==> config.mk <==
export PLATFORM = sky130hd
export DESIGN_NAME = sitp_target
export DESIGN_NICKNAME = d
export VERILOG_FILES = /design/src/sitp_ctrl_mem.v /design/src/sitp_sync.v /design/src/sitp_target.v
export VERILOG_INCLUDE_DIRS = /design/src
export SDC_FILE = /design/constraint.sdc
export NUM_CORES = 1
export LEC_CHECK = 0
export ABC_AREA = 1
export ABC_CLOCK_PERIOD_IN_PS = 2300
export BUFFER_PORTS_ARGS = -buffer_cell sky130_fd_sc_hd__buf_2
export CORE_MARGIN = 5
export CORE_UTILIZATION = 60
export CTS_BUF_LIST = sky130_fd_sc_hd__clkbuf_2
export DETAILED_ROUTE_END_ITERATION = 8
export PLACE_DENSITY = 0.78
export SYNTH_ARGS = -nofsm -noshare
export SYNTH_HDL_FRONTEND = slang
export SYNTH_SLANG_ARGS = --single-unit
==> constraint.sdc <==
create_clock -name sys_clk -period 2.3 [get_ports sys_clk]
set_input_delay 0.115 -clock sys_clk [delete_from_list [all_inputs] [get_ports sys_clk]]
set_output_delay 0.115 -clock sys_clk [all_outputs]
set_load 0.01 [all_outputs]
==> src/sitp_consts.vh <==
// constants for the sensor two-wire target port
`ifndef SITP_CONSTS_VH
`define SITP_CONSTS_VH
`define SITP_ADDR_A 7'h10
`define SITP_ADDR_B 7'h11
`define SITP_CTRL_FIRST 8'h20
`define SITP_CTRL_LAST 8'h25
`define SITP_BIT_LAST 3'h7
`define SITP_CNT_ZERO 3'h0
`define SITP_ADDR_RST 8'h00
`define SITP_ST_IDLE 3'h0
`define SITP_ST_DEVADR 3'h1
`define SITP_ST_ACK 3'h2
`define SITP_ST_WRX 3'h3
`define SITP_ST_TX 3'h4
`define SITP_ST_MACK 3'h5
`define SITP_ST_IGNORE 3'h6
`endif

==> src/sitp_ctrl_mem.v <==
// six-byte read/write control store, registered read
`timescale 1ns/1ps
`default_nettype none
`include "sitp_consts.vh"
module sitp_ctrl_mem (
  input wire sys_clk,
  input wire sys_rst,
  input wire clk_en,
  input wire wr_en,
  input wire [7:0] wr_addr,
  input wire [7:0] wr_data,
  input wire [7:0] rd_addr,
  output reg [7:0] rd_data
);
  reg [7:0] mem [0:5];
  wire wr_hit = (wr_addr >= `SITP_CTRL_FIRST) && (wr_addr <= `SITP_CTRL_LAST);
  wire rd_hit = (rd_addr >= `SITP_CTRL_FIRST) && (rd_addr <= `SITP_CTRL_LAST);
  wire [7:0] wr_off = wr_addr - `SITP_CTRL_FIRST;
  wire [7:0] rd_off = rd_addr - `SITP_CTRL_FIRST;
  integer i;
  always @(posedge sys_clk) begin
    if (sys_rst) begin
      for (i = 0; i < 6; i = i + 1) begin
        mem[i] <= 8'h00;
      end
      rd_data <= 8'h00;
    end else if (clk_en) begin
      // other locations are read-only here: writes there are dropped
      if (wr_en && wr_hit) begin
        mem[wr_off[2:0]] <= wr_data;
      end
      rd_data <= rd_hit ? mem[rd_off[2:0]] : 8'h00;
    end
  end
endmodule
`default_nettype wire

==> src/sitp_sync.v <==
// two flip-flop synchroniser with edge-free output
`timescale 1ns/1ps
`default_nettype none
module sitp_sync (
  input wire sys_clk,
  input wire sys_rst,
  input wire clk_en,
  input wire din,
  output reg dout
);
  reg meta_reg;
  always @(posedge sys_clk) begin
    if (sys_rst) begin
      meta_reg <= 1'b1;
      dout <= 1'b1;
    end else if (clk_en) begin
      meta_reg <= din;
      dout <= meta_reg;
    end
  end
endmodule
`default_nettype wire

==> src/sitp_target.v <==
// two-wire bus target port: framing, address match, register access
`timescale 1ns/1ps
`default_nettype none
`include "sitp_consts.vh"
module sitp_target (
  input wire sys_clk,
  input wire sys_rst,
  input wire clk_en,
  input wire scl_in,
  input wire sda_in,
  input wire addr_strap_pin_a,
  input wire addr_strap_pin_b,
  input wire open_drain_event_out,
  output reg sda_out,
  output reg sda_oe,
  output reg wr_strobe,
  output reg [7:0] wr_addr,
  output reg [7:0] wr_data,
  output reg busy
);
  wire scl_s;
  wire sda_s;
  wire stra_s;
  wire strb_s;
  wire evt_s;
  wire [7:0] mem_rd;
  sitp_sync u_scl (.sys_clk(sys_clk), .sys_rst(sys_rst), .clk_en(clk_en),
    .din(scl_in), .dout(scl_s));
  sitp_sync u_sda (.sys_clk(sys_clk), .sys_rst(sys_rst), .clk_en(clk_en),
    .din(sda_in), .dout(sda_s));
  sitp_sync u_sta (.sys_clk(sys_clk), .sys_rst(sys_rst), .clk_en(clk_en),
    .din(addr_strap_pin_a), .dout(stra_s));
  sitp_sync u_stb (.sys_clk(sys_clk), .sys_rst(sys_rst), .clk_en(clk_en),
    .din(addr_strap_pin_b), .dout(strb_s));
  sitp_sync u_evt (.sys_clk(sys_clk), .sys_rst(sys_rst), .clk_en(clk_en),
    .din(open_drain_event_out), .dout(evt_s));

  reg scl_d_reg;
  reg sda_d_reg;
  reg [2:0] state_reg;
  reg [2:0] bit_reg;
  reg [7:0] shift_reg;
  reg [7:0] addr_reg;
  reg [1:0] wbyte_reg;
  reg rd_mode_reg;
  reg sda_drv_reg;
  reg strap_reg;

  // a sampled bus clock of 20 MHz gives >=10 samples per phase at 1000 kHz
  wire scl_rise = scl_s && !scl_d_reg;
  wire scl_fall = !scl_s && scl_d_reg;
  wire start_det = scl_s && scl_d_reg && sda_d_reg && !sda_s;
  wire stop_det = scl_s && scl_d_reg && !sda_d_reg && sda_s;
  // strap a equal to the event pin with strap b differing selects address a; any other wiring selects address b
  wire strap_sel = (stra_s == evt_s) && (strb_s != evt_s);
  wire [6:0] own_addr = strap_reg ? `SITP_ADDR_A : `SITP_ADDR_B;
  wire [7:0] rx_byte = {shift_reg[6:0], sda_s};
  // strobe only for writable locations, so the port never reports a dropped byte
  wire ctrl_hit = (addr_reg >= `SITP_CTRL_FIRST) && (addr_reg <= `SITP_CTRL_LAST);

  function [7:0] next_addr;
    input [7:0] a;
    begin
      if (a == `SITP_CTRL_LAST) begin
        next_addr = `SITP_CTRL_FIRST;
      end else begin
        next_addr = a + 8'h01;
      end
    end
  endfunction

  sitp_ctrl_mem u_mem (.sys_clk(sys_clk), .sys_rst(sys_rst), .clk_en(clk_en),
    .wr_en(wr_strobe), .wr_addr(wr_addr), .wr_data(wr_data),
    .rd_addr(addr_reg), .rd_data(mem_rd));

  always @(posedge sys_clk) begin
    if (sys_rst) begin
      scl_d_reg <= 1'b1;
      sda_d_reg <= 1'b1;
      state_reg <= `SITP_ST_IDLE;
      bit_reg <= `SITP_CNT_ZERO;
      shift_reg <= 8'h00;
      addr_reg <= `SITP_ADDR_RST;
      wbyte_reg <= 2'h0;
      rd_mode_reg <= 1'b0;
      sda_drv_reg <= 1'b0;
      strap_reg <= 1'b1;
      sda_out <= 1'b0;
      sda_oe <= 1'b0;
      wr_strobe <= 1'b0;
      wr_addr <= `SITP_ADDR_RST;
      wr_data <= 8'h00;
      busy <= 1'b0;
    end else if (clk_en) begin
      scl_d_reg <= scl_s;
      sda_d_reg <= sda_s;
      wr_strobe <= 1'b0;
      sda_out <= 1'b0;
      sda_oe <= sda_drv_reg;
      busy <= (state_reg != `SITP_ST_IDLE) && (state_reg != `SITP_ST_IGNORE);
      // strap wiring sampled only while idle: synchroniser reset values are not real levels
      if (state_reg == `SITP_ST_IDLE && scl_s && sda_s) begin
        strap_reg <= strap_sel;
      end
      if (start_det) begin
        state_reg <= `SITP_ST_DEVADR;
        bit_reg <= `SITP_CNT_ZERO;
        sda_drv_reg <= 1'b0;
      end else if (stop_det) begin
        state_reg <= `SITP_ST_IDLE;
        sda_drv_reg <= 1'b0;
      end else begin
        case (state_reg)
          `SITP_ST_DEVADR, `SITP_ST_WRX: begin
            if (scl_rise) begin
              shift_reg <= rx_byte;
              bit_reg <= bit_reg + 3'h1;
            end
            if (scl_fall && bit_reg == `SITP_CNT_ZERO && wbyte_reg != 2'h3) begin
              if (state_reg == `SITP_ST_DEVADR) begin
                if (shift_reg[7:1] == own_addr) begin
                  rd_mode_reg <= shift_reg[0];
                  wbyte_reg <= 2'h0;
                  sda_drv_reg <= 1'b1;
                  state_reg <= `SITP_ST_ACK;
                end else begin
                  state_reg <= `SITP_ST_IGNORE;
                end
              end else begin
                if (wbyte_reg == 2'h0) begin
                  addr_reg <= shift_reg;
                  wbyte_reg <= 2'h1;
                end else begin
                  // the store drops bytes outside its range
                  wr_strobe <= ctrl_hit;
                  wr_addr <= addr_reg;
                  wr_data <= shift_reg;
                  addr_reg <= next_addr(addr_reg);
                end
                sda_drv_reg <= 1'b1;
                state_reg <= `SITP_ST_ACK;
              end
            end
            // wbyte_reg 3 marks the very first fall after start
            if (scl_fall && wbyte_reg == 2'h3) begin
              wbyte_reg <= 2'h0;
            end
          end
          `SITP_ST_ACK: begin
            // release the ack, or in read mode drive the first data bit, at the end of the ninth pulse, on scl low
            if (scl_fall) begin
              bit_reg <= `SITP_CNT_ZERO;
              if (rd_mode_reg) begin
                shift_reg <= mem_rd;
                sda_drv_reg <= ~mem_rd[7];
                addr_reg <= next_addr(addr_reg);
                state_reg <= `SITP_ST_TX;
              end else begin
                sda_drv_reg <= 1'b0;
                state_reg <= `SITP_ST_WRX;
              end
            end
          end
          `SITP_ST_TX: begin
            if (scl_fall) begin
              if (bit_reg == `SITP_BIT_LAST) begin
                sda_drv_reg <= 1'b0;
                state_reg <= `SITP_ST_MACK;
              end else begin
                bit_reg <= bit_reg + 3'h1;
                sda_drv_reg <= ~shift_reg[3'h6 - bit_reg];
              end
            end
          end
          `SITP_ST_MACK: begin
            if (scl_rise) begin
              if (sda_s) begin
                state_reg <= `SITP_ST_IGNORE;
              end else begin
                state_reg <= `SITP_ST_ACK;
              end
            end
          end
          `SITP_ST_IGNORE: begin
            sda_drv_reg <= 1'b0;
          end
          default: begin
            state_reg <= `SITP_ST_IDLE;
          end
        endcase
      end
      if (start_det) begin
        wbyte_reg <= 2'h3;
      end
    end
  end
endmodule
`default_nettype wire

==> flow_summary.toml <==
[drt]
drt-total-wl_mm = 15.2
antenna_violating_nets_post_route = 0
num_vias = 5248
drt_first_iter_violations = 378
wire_per_inst_um = 16.4
drc = 0
route.detailed.vias_per_inst = 5.67
firstDrtPassIters = 5

[cts]
clk_pin_slew_ns = 0.18
postCtsSetupBuffers = 0
clock_latency_ns = 0.72
cts_tree = "done"
clock_tree.root_cell = "sky130_fd_sc_hd__clkbuf_2"
numClockSinks = 133
cts_inserted_buffers = 17
cts-root-to-sink-buffers = 2
h-tree-depth = 4

[finish]
postLayoutCoreUtil_pct = 69.8
final_cell_area_um2 = 6890
antenna-diode-count = 0
layout.filler_cells = 780
flip_flop_count_of_the_largest_register_after_layout = 64
largest_register = "u_mem.mem"
net_total_in_the_final_layout = 793
final_layout_size_suffix_gt1_share_pct = 13.3
area_growth_synth_to_finish_pct = 12.9
combined_area_of_the_multi_input_logic_cells_um2 = 2480
seq_area_um2 = 3300

[placement]
place_ws_ns = 0.335
dp.final_hpwl_mm = 10.5
placed_cell_area_um2 = 6400
portBuffers = 26
gp_routability_congestion = 0.890

[worst_setup_path]
setup.worst_path.start_class = "flop"
crit_type = "reg2reg"
critical_path.most_common_cell = "sky130_fd_sc_hd__nand2_1"
worst_ep_required_time_ns = 2.96
worstSetupEndpointType = "flop"
critical_path.max_fanout = 8
crit_slowest_cell = "sky130_fd_sc_hd__dlygate4sd3_1"
setup.reg_to_reg.worst_slack_ns = 0.26
path_cells = "inv_2, nor2_4, nand2_2, inv_1, nand2_1, nand2_1, nand2_1, nand3_1, nand2_1, a21oi_1, dlygate4sd3_1"
critPathArrivalTime_ns = 2.70
slowest_delay_ns = 0.56

[timing]
relSlewSlack_pct = 60.6
finalSetupTns_ns = 0
max_clock_freq_ghz = 0.491
fin_worst_hold_slack_ns = 0.343
final_hold_viol_count = 0
fin_ws_ns = 0.264
setup_viol = 0
slew_viol_final = 0
fin_skew_ns = 0.0388
finalWorstPathRequiredPeriod_ns = 2.04
rsz0062_at_grt = "false"
max_slew.worst_pin.slew_ns = 0.590
post-route-period-util_pct = 88.5

[power_and_ir_drop]
power.density_nw_per_um2 = 845
vdd_drop_max_mv = 0.429
leakagePower_nw = 2.84

[synthesis]
synth_common_cells = "sky130_fd_sc_hd__nor2_1, sky130_fd_sc_hd__nand2_1, sky130_fd_sc_hd__o21ai_0"
postSynth.asyncResetShare_pct = 0
yosysSeqAreaShare_pct = 54.2
synth_enable_flop_cells = 64
synth.largest_area_cell = "sky130_fd_sc_hd__edfxtp_1"
synthesis.yosys.warnings = 0
yosys-top-cells-area = "sky130_fd_sc_hd__edfxtp_1, sky130_fd_sc_hd__dfxtp_1, sky130_fd_sc_hd__nor2_1"
synthesis.instances = 716
ys_ff_latch = 133
synth_top_area_share_pct = 31.5
synth_area_per_cell_um2 = 8.52
ys.flop_type = "sky130_fd_sc_hd__dfxtp_1"
yosys.cell_count.top_type = "sky130_fd_sc_hd__nor2_1"
synth_area_um2 = 6100
synth_cell_type_count = 40

[floorplanning]
dieWidth_um = 111
rows = 36
die-area_um2 = 12300
die_h_um = 111
core-area_um2 = 9860
io_pins = 28
start_util_pct = 61.8

[global_route]
grt_pass1_vias = 5014
global_routing_usage_summed_across_all_routing_layers_pct = 25.4
maximum_number_of_pins_on_one_net_before_global_route_repair = 48
grt_pass1_wl_mm = 24.8
antenna_found_initial = 0
grt.overflow.total = 0

[status]
outcome = "finished clean"

[worst_hold_path]
hold_removal_path_class = "in2reg"

[run]
cap_viol_max_count = 0
[worst max-delay path, delay by kind of cell, from the launching register on]
family,cells,cell delay [ns]
compound gates,1,0.11
buf+inv,3,0.74
flops,1,0.40
simple gates,7,0.74
[layout make-up]
type / count / area share [%]
flip-flops and latches: 133 / 48.0
inverters: 64 / 3.49
multi-input cells: 508 / 36.0
clock inverters: 13 / 3.00
clock buffers: 19 / 1.38
repair buffers: 55 / 5.71
well taps: 133 / 2.42
[path summary, 6_finish.rpt]
check | start | endpoint | depth (start not counted)
worst max register to register | state_reg[0] | wbyte_reg[1] | 11
worst max-delay path | state_reg[0] | wbyte_reg[1] | 11
worst min register to register | rd_mode_reg | rd_mode_reg | 2
worst min-delay path | sys_rst | bit_reg[1] | 4
[metal layers]
layer	vias to the layer above	track usage [%]	wire length (um)
li1	2541	-	-
met1	2463	32.6	6300
met3	31	5.95	1040
met5	-	0	0
met2	213	41.8	7480
met4	0	9.44	393
[stage by stage]
stage,std cells,total power [mW]
2_1_floorplan,732,3.78
3_3_place_gp,875,4.08
3_5_place_dp,875,4.11
4_1_cts,925,5.79
5_1_grt,925,6.11
6_report,925,5.82
[power by group]
group / internal, mW / switching, mW / total [mW]
clock: 0.831 / 0.872 / 1.70
combinational: 0.430 / 0.851 / 1.28
sequential: 2.65 / 0.183 / 2.83
total: 3.91 / 1.91 / 5.82
[cells by family after synthesis]
| kind of cell | count (synthesis) | synth area share, % |
|---|---|---|
| DFF | 133 | 54.2 |
| xor gates and xnor gates | 3 | 0.431 |
| and+or+nand+nor | 318 | 23.1 |
| adders and majority gates | 6 | 1.23 |
| other | 1 | 0.0615 |
| buffers and inverters | 91 | 6.12 |
| AOI/OAI and AO/OA | 164 | 14.9 |
[cell usage in the layout (no fill, tap or decap), types with 5 or more instances in the layout]
cell,netlist,final
sky130_fd_sc_hd__conb_1,1,17
sky130_fd_sc_hd__nor2_4,5,5
sky130_fd_sc_hd__nand2_1,111,111
sky130_fd_sc_hd__buf_2,1,26
sky130_fd_sc_hd__ha_1,6,6
sky130_fd_sc_hd__o21ai_0,79,79
sky130_fd_sc_hd__nand3_2,5,5
sky130_fd_sc_hd__nor3_1,7,7
sky130_fd_sc_hd__nor2_1,126,126
sky130_fd_sc_hd__dlygate4sd3_1,0,18
sky130_fd_sc_hd__bufinv_16,0,5
sky130_fd_sc_hd__edfxtp_1,64,64
sky130_fd_sc_hd__a21oi_1,45,45
sky130_fd_sc_hd__buf_4,2,11
sky130_fd_sc_hd__o221ai_1,16,16
sky130_fd_sc_hd__dfxtp_1,69,69
sky130_fd_sc_hd__clkbuf_2,0,19
sky130_fd_sc_hd__o21ai_1,12,12
sky130_fd_sc_hd__inv_1,52,51
sky130_fd_sc_hd__inv_2,10,11
sky130_fd_sc_hd__nand3_1,45,45
[timing repair]
action                                  CTS  global route
hold endpoints to repair                 36             0
hold buffers                             18             0
resized for setup                         0             1
endpoints found under the setup margin    0             1
Note: power is estimated with default switching activity, not from simulation.
